--- src/mie_pkg.sv ---
// Shared constants and types for the instruction execution subset.
// Assumes a single 125 MHz system clock and an APB register port.
`default_nettype none
package mie_pkg;

  localparam int          DATA_W    = 8;
  localparam int          RAM_AW    = 8;
  localparam int          ROM_W     = 16;
  localparam int          PAGE_W    = 5;
  localparam int          ROM_AW    = PAGE_W + DATA_W;
  localparam int          APB_AW    = 8;
  localparam int          APB_DW    = 32;
  localparam int          STATUS_W  = 6;

  localparam logic [PAGE_W-1:0] LAST_PAGE = 5'h1F;
  localparam logic [DATA_W-1:0] ALL_ONES  = 8'hFF;
  localparam logic [DATA_W-1:0] ZERO_BYTE = 8'h00;
  localparam logic [DATA_W-1:0] ONE_BYTE  = 8'h01;

  // Register byte offsets
  localparam logic [APB_AW-1:0] REG_ACC           = 8'h00;
  localparam logic [APB_AW-1:0] REG_STATUS        = 8'h04;
  localparam logic [APB_AW-1:0] REG_TABLE_POINTER = 8'h08;
  localparam logic [APB_AW-1:0] REG_TABLE_HIGH    = 8'h0C;
  localparam logic [APB_AW-1:0] REG_STATE         = 8'h10;

  // Reset values
  localparam logic [DATA_W-1:0]   ACC_RST           = 8'h00;
  localparam logic [STATUS_W-1:0] STATUS_RST        = 6'h00;
  localparam logic [DATA_W-1:0]   TABLE_POINTER_RST = 8'h00;
  localparam logic [DATA_W-1:0]   TABLE_HIGH_RST    = 8'h00;

  typedef enum logic [3:0] {
    OP_SET_BYTE,
    OP_SET_BIT,
    OP_INC_MEM_SKIP_ZERO,
    OP_INC_TO_ACC_SKIP_ZERO,
    OP_SKIP_BIT_NONZERO,
    OP_SKIP_BIT_ZERO,
    OP_SKIP_IF_ZERO,
    OP_LOAD_ACC_SKIP_ZERO,
    OP_SUBTRACT_TO_ACC,
    OP_SUBTRACT_TO_MEMORY,
    OP_NIBBLE_EXCHANGE,
    OP_NIBBLE_EXCHANGE_TO_ACC,
    OP_XOR_TO_MEMORY,
    OP_XOR_TO_ACC,
    OP_TABLE_READ_CURRENT_PAGE,
    OP_TABLE_READ_LAST_PAGE
  } mie_op_type;

  typedef enum {ST_IDLE, ST_WAIT, ST_EXEC, ST_DUMMY} mie_state_type;

  typedef struct packed {
    logic               valid;
    mie_op_type         op;
    logic [RAM_AW-1:0]  addr;
    logic [2:0]         bit_sel;
  } mie_instr_type;

  typedef struct packed {
    logic               rd_en;
    logic               wr_en;
    logic [RAM_AW-1:0]  addr;
    logic [DATA_W-1:0]  wdata;
  } mie_ram_req_type;

  // Bit 0 is carry, bit 5 is timeout
  typedef struct packed {
    logic timeout_flag;
    logic power_down_flag;
    logic overflow_flag;
    logic zero_flag;
    logic aux_carry_flag;
    logic carry_flag;
  } mie_flags_type;

endpackage

`default_nettype wire

--- src/mie_exec.sv ---
// Executes the skip, set, subtract, swap, exclusive-OR and table-read
// instructions of an 8-bit core. Assumes synchronous RAM and ROM with
// one cycle of read latency, on the same clock, and an APB master.
//
// The implementer's own choices: register access over APB and the address map.
`timescale 1ns/1ns
`default_nettype none

module mie_exec (
  input  wire logic                          sys_clk,
  input  wire logic                          sys_rst,
  input  wire mie_pkg::mie_instr_type        instr,
  output logic                               instr_ready,
  input  wire logic [mie_pkg::PAGE_W-1:0]    cur_page,
  output mie_pkg::mie_ram_req_type           ram_req,
  input  wire logic [mie_pkg::DATA_W-1:0]    ram_rdata,
  output logic                               rom_rd_en,
  output logic [mie_pkg::ROM_AW-1:0]         rom_addr,
  input  wire logic [mie_pkg::ROM_W-1:0]     rom_rdata,
  output logic                               exec_done,
  output logic                               skip_next,
  output logic [mie_pkg::DATA_W-1:0]         acc,
  output mie_pkg::mie_flags_type             flags,
  output logic [mie_pkg::DATA_W-1:0]         table_high_latch,
  input  wire logic                          psel,
  input  wire logic                          penable,
  input  wire logic                          pwrite,
  input  wire logic [mie_pkg::APB_AW-1:0]    paddr,
  input  wire logic [mie_pkg::APB_DW-1:0]    pwdata,
  output logic [mie_pkg::APB_DW-1:0]         prdata,
  output logic                               pready,
  output logic                               pslverr
);
  import mie_pkg::*;

  mie_state_type       state;
  mie_op_type          op_q;
  logic [2:0]          bit_q;
  logic [DATA_W-1:0]   table_pointer;
  logic                last_skip;
  logic                take;
  logic                exec_fire;
  logic                apb_fire;
  logic                apb_wr;
  logic                addr_ok;
  logic                sel_bit;
  logic [DATA_W:0]     sub_sum;
  logic [4:0]          sub_low;
  logic [DATA_W-1:0]   inc_val;
  logic [DATA_W-1:0]   next_acc;
  mie_flags_type       next_flags;
  logic                next_wr;
  logic [DATA_W-1:0]   next_wdata;
  logic                next_skip;
  logic [DATA_W-1:0]   next_prdata;

  assign take      = instr_ready && instr.valid;
  assign exec_fire = (state == ST_EXEC);
  assign apb_fire  = psel && penable && pready;
  assign apb_wr    = apb_fire && pwrite;
  assign sel_bit   = ram_rdata[bit_q];
  assign inc_val   = ram_rdata + ONE_BYTE;
  // Two's complement subtraction: acc + ~m + 1
  assign sub_sum   = {1'b0, acc} + {1'b0, ~ram_rdata} + {{DATA_W{1'b0}}, 1'b1};
  assign sub_low   = {1'b0, acc[3:0]} + {1'b0, ~ram_rdata[3:0]} + 5'h01;

  always_comb begin
    next_acc   = acc;
    next_flags = flags;
    next_wr    = 1'b0;
    next_wdata = ram_rdata;
    next_skip  = 1'b0;
    case (op_q)
      OP_SET_BYTE: begin
        next_wr    = 1'b1;
        next_wdata = ALL_ONES;
      end
      OP_SET_BIT: begin
        next_wr             = 1'b1;
        next_wdata[bit_q]   = 1'b1;
      end
      OP_INC_MEM_SKIP_ZERO: begin
        next_wr    = 1'b1;
        next_wdata = inc_val;
        next_skip  = (inc_val == ZERO_BYTE);
      end
      OP_INC_TO_ACC_SKIP_ZERO: begin
        next_acc  = inc_val;
        next_skip = (inc_val == ZERO_BYTE);
      end
      OP_SKIP_BIT_NONZERO: begin
        next_skip = sel_bit;
      end
      OP_SKIP_BIT_ZERO: begin
        next_skip = !sel_bit;
      end
      OP_SKIP_IF_ZERO: begin
        next_skip = (ram_rdata == ZERO_BYTE);
      end
      OP_LOAD_ACC_SKIP_ZERO: begin
        next_acc  = ram_rdata;
        next_skip = (ram_rdata == ZERO_BYTE);
      end
      OP_SUBTRACT_TO_ACC, OP_SUBTRACT_TO_MEMORY: begin
        next_flags.carry_flag     = sub_sum[DATA_W];
        next_flags.aux_carry_flag = sub_low[4];
        next_flags.zero_flag      = (sub_sum[DATA_W-1:0] == ZERO_BYTE);
        next_flags.overflow_flag  = (acc[7] != ram_rdata[7]) && (sub_sum[7] != acc[7]);
        if (op_q == OP_SUBTRACT_TO_ACC) begin
          next_acc = sub_sum[DATA_W-1:0];
        end else begin
          next_wr    = 1'b1;
          next_wdata = sub_sum[DATA_W-1:0];
        end
      end
      OP_NIBBLE_EXCHANGE: begin
        next_wr    = 1'b1;
        next_wdata = {ram_rdata[3:0], ram_rdata[7:4]};
      end
      OP_NIBBLE_EXCHANGE_TO_ACC: begin
        next_acc = {ram_rdata[3:0], ram_rdata[7:4]};
      end
      OP_XOR_TO_MEMORY: begin
        next_wr              = 1'b1;
        next_wdata           = acc ^ ram_rdata;
        next_flags.zero_flag = ((acc ^ ram_rdata) == ZERO_BYTE);
      end
      OP_XOR_TO_ACC: begin
        next_acc             = acc ^ ram_rdata;
        next_flags.zero_flag = ((acc ^ ram_rdata) == ZERO_BYTE);
      end
      OP_TABLE_READ_CURRENT_PAGE, OP_TABLE_READ_LAST_PAGE: begin
        next_wr    = 1'b1;
        next_wdata = rom_rdata[DATA_W-1:0];
      end
      default: begin
        next_wr = 1'b0;
      end
    endcase
  end

  // Sequencer: take, wait out memory latency, execute, optional dummy
  always_ff @(posedge sys_clk) begin
    if (sys_rst) begin
      state       <= ST_IDLE;
      instr_ready <= 1'b0;
      exec_done   <= 1'b0;
      skip_next   <= 1'b0;
    end else begin
      exec_done <= 1'b0;
      skip_next <= 1'b0;
      case (state)
        ST_IDLE: begin
          instr_ready <= 1'b1;
          if (take) begin
            instr_ready <= 1'b0;
            state       <= ST_WAIT;
          end
        end
        ST_WAIT: begin
          state <= ST_EXEC;
        end
        ST_EXEC: begin
          exec_done <= 1'b1;
          skip_next <= next_skip;
          if (next_skip) begin
            state <= ST_DUMMY;
          end else begin
            state       <= ST_IDLE;
            instr_ready <= 1'b1;
          end
        end
        ST_DUMMY: begin
          // Dummy cycle stands in for the discarded instruction
          state       <= ST_IDLE;
          instr_ready <= 1'b1;
        end
        default: begin
          state       <= ST_IDLE;
          instr_ready <= 1'b0;
        end
      endcase
    end
  end

  always_ff @(posedge sys_clk) begin
    if (sys_rst) begin
      op_q  <= OP_SET_BYTE;
      bit_q <= 3'h0;
    end else if (take) begin
      op_q  <= instr.op;
      bit_q <= instr.bit_sel;
    end
  end

  // Memory port: read at take, write back in the execute cycle
  always_ff @(posedge sys_clk) begin
    if (sys_rst) begin
      ram_req <= '0;
    end else begin
      ram_req.rd_en <= take;
      ram_req.wr_en <= exec_fire && next_wr;
      if (take) begin
        ram_req.addr <= instr.addr;
      end
      if (exec_fire) begin
        ram_req.wdata <= next_wdata;
      end
    end
  end

  // ROM port, issued alongside the memory read
  always_ff @(posedge sys_clk) begin
    if (sys_rst) begin
      rom_rd_en <= 1'b0;
      rom_addr  <= '0;
    end else begin
      rom_rd_en <= take && ((instr.op == OP_TABLE_READ_CURRENT_PAGE) ||
                            (instr.op == OP_TABLE_READ_LAST_PAGE));
      if (take) begin
        if (instr.op == OP_TABLE_READ_LAST_PAGE) begin
          rom_addr <= {LAST_PAGE, table_pointer};
        end else begin
          rom_addr <= {cur_page, table_pointer};
        end
      end
    end
  end

  // Execution wins over a software write landing in the same cycle
  always_ff @(posedge sys_clk) begin
    if (sys_rst) begin
      acc <= ACC_RST;
    end else if (exec_fire) begin
      acc <= next_acc;
    end else if (apb_wr && (paddr == REG_ACC)) begin
      acc <= pwdata[DATA_W-1:0];
    end
  end

  always_ff @(posedge sys_clk) begin
    if (sys_rst) begin
      flags <= STATUS_RST;
    end else if (exec_fire) begin
      flags <= next_flags;
    end else if (apb_wr && (paddr == REG_STATUS)) begin
      flags <= pwdata[STATUS_W-1:0];
    end
  end

  always_ff @(posedge sys_clk) begin
    if (sys_rst) begin
      table_pointer <= TABLE_POINTER_RST;
    end else if (apb_wr && (paddr == REG_TABLE_POINTER)) begin
      table_pointer <= pwdata[DATA_W-1:0];
    end
  end

  always_ff @(posedge sys_clk) begin
    if (sys_rst) begin
      table_high_latch <= TABLE_HIGH_RST;
    end else if (exec_fire && ((op_q == OP_TABLE_READ_CURRENT_PAGE) ||
                               (op_q == OP_TABLE_READ_LAST_PAGE))) begin
      table_high_latch <= rom_rdata[ROM_W-1:DATA_W];
    end
  end

  always_ff @(posedge sys_clk) begin
    if (sys_rst) begin
      last_skip <= 1'b0;
    end else if (exec_fire) begin
      last_skip <= next_skip;
    end
  end

  // APB slave: one wait state, so pready is a clean flop output
  always_comb begin
    addr_ok     = 1'b1;
    next_prdata = ZERO_BYTE;
    case (paddr)
      REG_ACC:           next_prdata = acc;
      REG_STATUS:        next_prdata = {2'b00, flags};
      REG_TABLE_POINTER: next_prdata = table_pointer;
      REG_TABLE_HIGH:    next_prdata = table_high_latch;
      REG_STATE:         next_prdata = {6'h00, last_skip, (state != ST_IDLE)};
      default:           addr_ok     = 1'b0;
    endcase
  end

  always_ff @(posedge sys_clk) begin
    if (sys_rst) begin
      pready  <= 1'b0;
      pslverr <= 1'b0;
      prdata  <= '0;
    end else begin
      pready  <= psel && penable && !pready;
      pslverr <= psel && penable && !pready && !addr_ok;
      if (psel && penable && !pready && !pwrite) begin
        prdata <= {24'h000000, next_prdata};
      end else begin
        prdata <= '0;
      end
    end
  end

endmodule

`default_nettype wire

--- config.mk ---
export PLATFORM = sky130hd
export DESIGN_NAME = mie_exec
export DESIGN_NICKNAME = d
export VERILOG_FILES = /design/src/mie_pkg.sv /design/src/mie_exec.sv
export SDC_FILE = /design/constraint.sdc
export NUM_CORES = 1
export LEC_CHECK = 0
export BUFFER_PORTS_ARGS = -buffer_cell sky130_fd_sc_hd__buf_2
export CAP_MARGIN = 30
export CORE_UTILIZATION = 46
export DETAILED_ROUTE_END_ITERATION = 6
export HOLD_SLACK_MARGIN = 0.05
export PLACE_DENSITY = 0.77
export REMOVE_ABC_BUFFERS = 1
export SETUP_SLACK_MARGIN = 0.02
export SLEW_MARGIN = 20
export SYNTH_ARGS = -nofsm -noshare
export SYNTH_HDL_FRONTEND = slang
export SYNTH_SLANG_ARGS = --single-unit
export TNS_END_PERCENT = 30
--- constraint.sdc ---
create_clock -name sys_clk -period 2.4 [get_ports sys_clk]
set_input_delay 0.48 -clock sys_clk [delete_from_list [all_inputs] [get_ports sys_clk]]
set_output_delay 0.48 -clock sys_clk [all_outputs]
set_load 0.1 [all_outputs]
==> reports/metrics.yaml, run 1 <==
outcome: "finished clean"
antenna_cells: 0
io_pins: 181
gr-usage-all-layers_pct: 33.0
ys.flop_type: "dfxtp_1"
nFillCells: 994
synth_top_area_share_pct: 32.3
crit_top_cell: "inv_1"
grt_max_degree: 39
total_power_mw: 3.71
wl_per_cell_um: 19.6
grt_pass1_wl_mm: 29.4
netSwitchingPower_mw: 1.30
synth-edff-count: 0
slew_headroom_pct: 54.5
fp.dieArea_um2: 11900
path_max_fanout: 3
slowest_delay_ns: 0.50
gp_congestion: 0.995
dieHeight_um: 109
finalHoldViolCount: 0
row_count: 38
ys_seq_area_share_pct: 32.3
postPlaceCellArea_um2: 6380
rr_worst_depth: 7
cp_cell_sequence: "inv_1 -> ha_1 -> inv_1 -> fa_2 -> nand3b_1 -> or4_1 -> o41ai_1"
antenna_found_initial: 0
critPathKind: "reg -> reg"
final_cell_mix: "buf_2 (132), nand2_1 (94), dfxtp_1 (85)"
fin_cells: 986
cp_num_buf_inv: 2
post_cts_buffers: 0
synth-async-reset-ratio_pct: 0
drv_cap: 0
cts_sinks: 85
synthToLayoutAreaGrowth_pct: 26.9
cts_resized: 0
setup_viol_count_final: 0
pwr-share-comb_pct: 24.6
synth.distinct_cells: 73
leakage_nw: 2.93
die_width_um: 109
fmax_ghz: 0.443
clockRootBuffer: "clkbuf_16"
holdPathStages: 3
critPathTopFamily: "simple AND/OR/NAND/NOR gates"
drt_iter0_markers: 451
seq_power_share_pct: 39.5
power.internal_mw: 2.42
routed_via_density: 6.02
cp-start-kind: "flip-flop"
grt_pass1_vias: 5588
clock_path_buffers: 2
dp_cells: 970
synth_area_um2: 5260
powerDensity_nw_per_um2: 556
cp_data_required_time_ns: 2.65
fp.coreArea_um2: 11000
grt_overflow: 0
h-tree-depth: 3
final_cell_area_um2: 6680
swShare_pct: 34.9
r2r-end: "flags[2]"
finalMaxSlewViolations: 0
vias: 5935
hpwlAfterDp_mm: 14.6
cts_tree: "built"
tightest_slew_ns: 0.677
drive_above_1_share_pct: 29.4
hold_path.startpoint: "instr[7]"
cpMaxStageDelayCell: "or4_1"
final_common_cell: "buf_2"
yosysTopAreaCell: "dfxtp_1"
r2r-start: "acc[0]"
nets: 942
ctsHoldBuffers: 0
synthCells: 675
hold_path.class: "in -> reg"
fin_setup_tns_ns: 0
cts.clk_slew.worst_paths_ns: 0.06
clock_skew_ns: 0.00663
whs_endpoint: "ram_req[12]"
io_buffers: 132
syn_avg_cell_area_um2: 7.80
clockPowerShare_pct: 35.9
synth_area_leaders: "dfxtp_1 (32%), nand2_1 (6.7%), a21oi_1 (6.0%)"
drt_wl_total_mm: 19.3
antenna_left: 0
rsz0062_at_grt: "no"
drc: 0
endpoint_kind: "flip-flop"
dr.pass1.iters: 6
fin_crit_sh_pct: 94.0
worstPathArrival_ns: 2.51
cts_buffers: 9
vdd_drop_max_v: 0.000581
insertion_delay_ns: 0.35
yosysWarnings: 0
ys_ff_latch: 85
r2r_setup_slack_ns: 0.14
initial_utilization_pct: 47.9
min_period_ns: 2.26
==> cell type report <==
class | instances | area (um^2) | area share [%]
multi-input combinational | 520 | 3200 | 47.9
sequential | 85 | 1700 | 25.5
timing repair buffer | 203 | 1230 | 18.4
clock buffer | 10 | 239 | 3.58
tap | 140 | 175 | 2.62
inverter | 22 | 82.6 | 1.24
clock inverter | 6 | 47.5 | 0.712
==> cells in the mapped netlist (all sizes together), types with 3 or more instances <==
cell type	number
o311ai	3
nand2	95
o211a	4
o221a	5
or4	3
nand4	6
a32o	3
dfxtp	85
and2	3
mux2	8
o21ai	29
ha	10
mux2i	24
a22oi	10
buf	44
o22ai	13
clkbuf	27
o2bb2ai	3
a2111oi	3
o221ai	8
and3	3
o211ai	6
nor4	5
nor3	12
nand3	17
a211o	4
nand2b	10
nor2b	9
a221oi	10
a222oi	4
a211oi	4
a21oi	63
xnor2	12
a31oi	8
nor2	69
xor2	3
inv	21
==> worst min-delay path, delay by kind of cell <==
family	cells	cell delay, ns
buf+inv	1	0.09
compound gates	1	0.05
simple gates	1	0.04
==> how the worst max path moves through the flow <==
stage | cells past startpoint | startpoint | to
finish | 7 | acc[0] | flags[2]
CTS | 7 | acc[0] | flags[2]
global route | 7 | acc[0] | flags[2]
floorplan | 7 | acc[3] | ram_req[7]
global placement | 9 | ram_rdata[3] | ram_req[7]
detailed placement | 11 | ram_rdata[3] | ram_req[5]
==> sequential cells by signal (all words and copies together) (netlist names) <==
register	count
flags	6
last_skip	1
pready	1
pslverr	1
ram_req	18
rom_addr	13
skip_next	1
bit_q	3
acc	8
prdata	8
rom_rd_en	1
table_pointer	8
state	2
op_q	4
instr_ready	1
exec_done	1
table_high_latch	8
==> cells by family (layout without fill, tap and decap cells) <==
family | Yosys count | after routing | share of synthesized area, %
AND/OR/NAND/NOR | 238 | 238 | 21.1
flip-flops | 85 | 85 | 32.3
other | 1 | 24 | 0.0713
multiplexers | 32 | 32 | 6.28
XOR/XNOR | 15 | 15 | 2.50
AO/OA/AOI/OAI | 200 | 200 | 26.3
buffers and inverters | 93 | 241 | 8.68
adder cells (fa/ha/maj) | 11 | 11 | 2.76
==> per-layer routing <==
metal / routed length, um / vias to the layer above / global-route usage [%]
li1: - / 2736 / -
met1: 8080 / 2809 / 42.7
met2: 8860 / 339 / 53.2
met3: 1730 / 51 / 5.74
met4: 656 / 0 / 15.6
met5: 0 / - / 0
==> per-stage QoR <==
| stage | setup slack (ns) | hold slack, ns | utilization, % |
|---|---|---|---|
| final | 0.144 | 0.363 | 60.8 |
| after global routing | 0.0341 | 0.368 | 60.8 |
| after CTS | 0.124 | 0.355 | 60.7 |
| after detailed placement | -0.0947 | 0.438 | 58.1 |
| after global placement | -0.0528 | 0.433 | 58.1 |
| after floorplan | -0.438 | 0.425 | - |
==> power groups by stage <==
stage / combinational (mW) / sequential [mW] / clock (mW)
2_1_floorplan: 0.406 / 1.67 / 0
6_report: 0.914 / 1.46 / 1.33
3_5_place_dp: 0.892 / 1.50 / 0
3_3_place_gp: 0.885 / 1.49 / 0
5_1_grt: 0.959 / 1.47 / 1.42
4_1_cts: 0.896 / 1.46 / 1.36
Note: power is estimated with default switching activity, not from simulation.
==> inputs of run 2 (changes only) <==
ABC_CLOCK_PERIOD_IN_PS = 2400   (was default)
SETUP_SLACK_MARGIN = 0.5   (was 0.02)
==> run 2 against run 1 <==
- critical endpoint unchanged
- highest routed layer unchanged
- first-iteration DRC count is 7.5% higher
- clock-buffer cell count stayed put
- critical path depth is 2 higher
- global-route usage is 0.80 points higher
- worst setup slack better by 0.075 ns
- wire length is 1.8% higher
- worst hold slack better by 0.0014 ns
- fmax is 3.4% higher
- largest cell class unchanged
==> reports/metrics.yaml, run 2 (synthesis results as in run 1) <==
cpMaxStageDelayCell: "or4_1"
crit_top_cell: "inv_2"
final_cell_area_um2: 6900
fp.coreArea_um2: 11000
fmax_ghz: 0.458
hold_path.class: "in -> reg"
fin_crit_sh_pct: 90.9
clock_skew_ns: 0.00978
row_count: 38
cp_cell_sequence: "inv_2 -> ha_4 -> inv_2 -> fa_2 -> a31oi_4 -> buf_4 -> xnor2_2 -> or4_1 -> o41ai_2"
hold_ws_ns: 0.364
r2r-start: "acc[0]"
regMostFlops: "ram_req"
clock_path_buffers: 2
dp_cells: 970
cp_data_required_time_ns: 2.65
nets: 947
h-tree-depth: 3
drt_iter0_markers: 485
vias: 5955
final_cell_mix: "buf_2 (132), nand2_1 (92), dfxtp_1 (81)"
hold_path.startpoint: "instr[7]"
critPathKind: "reg -> reg"
outcome: "finished clean"
clockRootBuffer: "clkbuf_16"
swShare_pct: 35.0
setup_viol_count_final: 0
power.internal_mw: 2.43
drv_cap: 0
gr-usage-all-layers_pct: 33.8
io_buffers: 132
fin_setup_tns_ns: 0
path_max_fanout: 4
initial_utilization_pct: 47.9
antenna_found_initial: 0
drc: 0
grt_pass1_wl_mm: 30.1
routed_via_density: 6.01
cp-start-kind: "flip-flop"
drt_wl_total_mm: 19.7
largestRegisters: "ram_req x18, rom_addr x13"
tightest_slew_ns: 0.679
slowest_delay_ns: 0.42
final_common_cell: "buf_2"
die_width_um: 109
vdd_drop_max_v: 0.000584
dr.pass1.iters: 5
fp.dieArea_um2: 11900
io_pins: 181
leakage_nw: 3.00
pwr-share-comb_pct: 25.3
synthToLayoutAreaGrowth_pct: 31.1
dieHeight_um: 109
cts_buffers: 9
nFillCells: 958
cts_tree: "built"
clockPowerShare_pct: 35.6
cts_sinks: 85
powerDensity_nw_per_um2: 543
grt_max_degree: 39
largest_reg_flops: 18
rsz0062_at_grt: "yes"
total_power_mw: 3.74
postPlaceCellArea_um2: 6380
min_period_ns: 2.18
endpoint_kind: "flip-flop"
seq_power_share_pct: 39.1
wl_per_cell_um: 19.8
fin_cells: 991
insertion_delay_ns: 0.35
worstPathArrival_ns: 2.44
ctsHoldBuffers: 0
grt_overflow: 0
antenna_left: 0
cts.clk_slew.worst_paths_ns: 0.07
finalMaxSlewViolations: 0
grt_pass1_vias: 5676
slew_headroom_pct: 54.3
netSwitchingPower_mw: 1.31
hpwlAfterDp_mm: 14.6
finalHoldViolCount: 0
drive_above_1_share_pct: 33.5
gp_congestion: 0.995
critPathLaunch: "acc[0]"
antenna_cells: 0
==> run 2: critical path: cells and delay by family (launching register included) <==
| kind | cells | cell delay, ns |
|---|---|---|
| xor+xnor | 1 | 0.06 |
| fa+ha+maj | 2 | 0.52 |
| compound gates | 2 | 0.48 |
| buf+inv | 3 | 0.27 |
| simple gates | 1 | 0.42 |
| flops | 1 | 0.35 |
==> run 2: worst paths after layout <==
kind / cells after the start / endpoint / slack, ns
worst max-delay path: 9 / flags[2] / 0.22
worst min-delay path: 3 / ram_req[12] / 0.36
worst max register to register: 9 / flags[2] / 0.22
worst min register to register: 1 / ram_req[5] / 0.45
==> run 2: repair_timing <==
action / 4_1_cts / 5_1_grt
cloned: 0 / 0
setup endpoints to repair: 22 / 36
setup buffers: 3 / 2
resized for setup: 25 / 18
pin swaps: 12 / 13
==> run 2: through the flow <==
stage | setup slack, ns | utilization, %
finish | 0.219 | 62.8
global route | 0.135 | 62.8
floorplan | -0.438 | -
CTS | 0.264 | 61.9
detailed placement | -0.0947 | 58.1
global placement | -0.0528 | 58.1
==> run 2: layout make-up <==
class	instances	area [um^2]	share of cell area, %
well taps	140	175	2.54
inverters	22	82.6	1.20
repair buffers	208	1280	18.5
clock buffers	10	239	3.46
clock inverters	6	47.5	0.689
multi-input cells	520	3370	48.8
flip-flops and latches	85	1710	24.7
==> run 2: power by group through the flow <==
stage | sequential [mW] | combinational, mW | clock [mW]
3_3_place_gp | 1.49 | 0.885 | 0
6_report | 1.47 | 0.947 | 1.33
5_1_grt | 1.47 | 0.994 | 1.42
4_1_cts | 1.46 | 0.915 | 1.36
2_1_floorplan | 1.67 | 0.406 | 0
3_5_place_dp | 1.50 | 0.892 | 0
==> run 2: layer usage <==
layer	GRT usage [%]	vias up	share of wire [%]
met5	0	-	0
met3	5.38	60	8.4
met4	16.7	0	4.0
met1	43.8	2801	42
li1	-	2743	-
met2	54.4	351	46
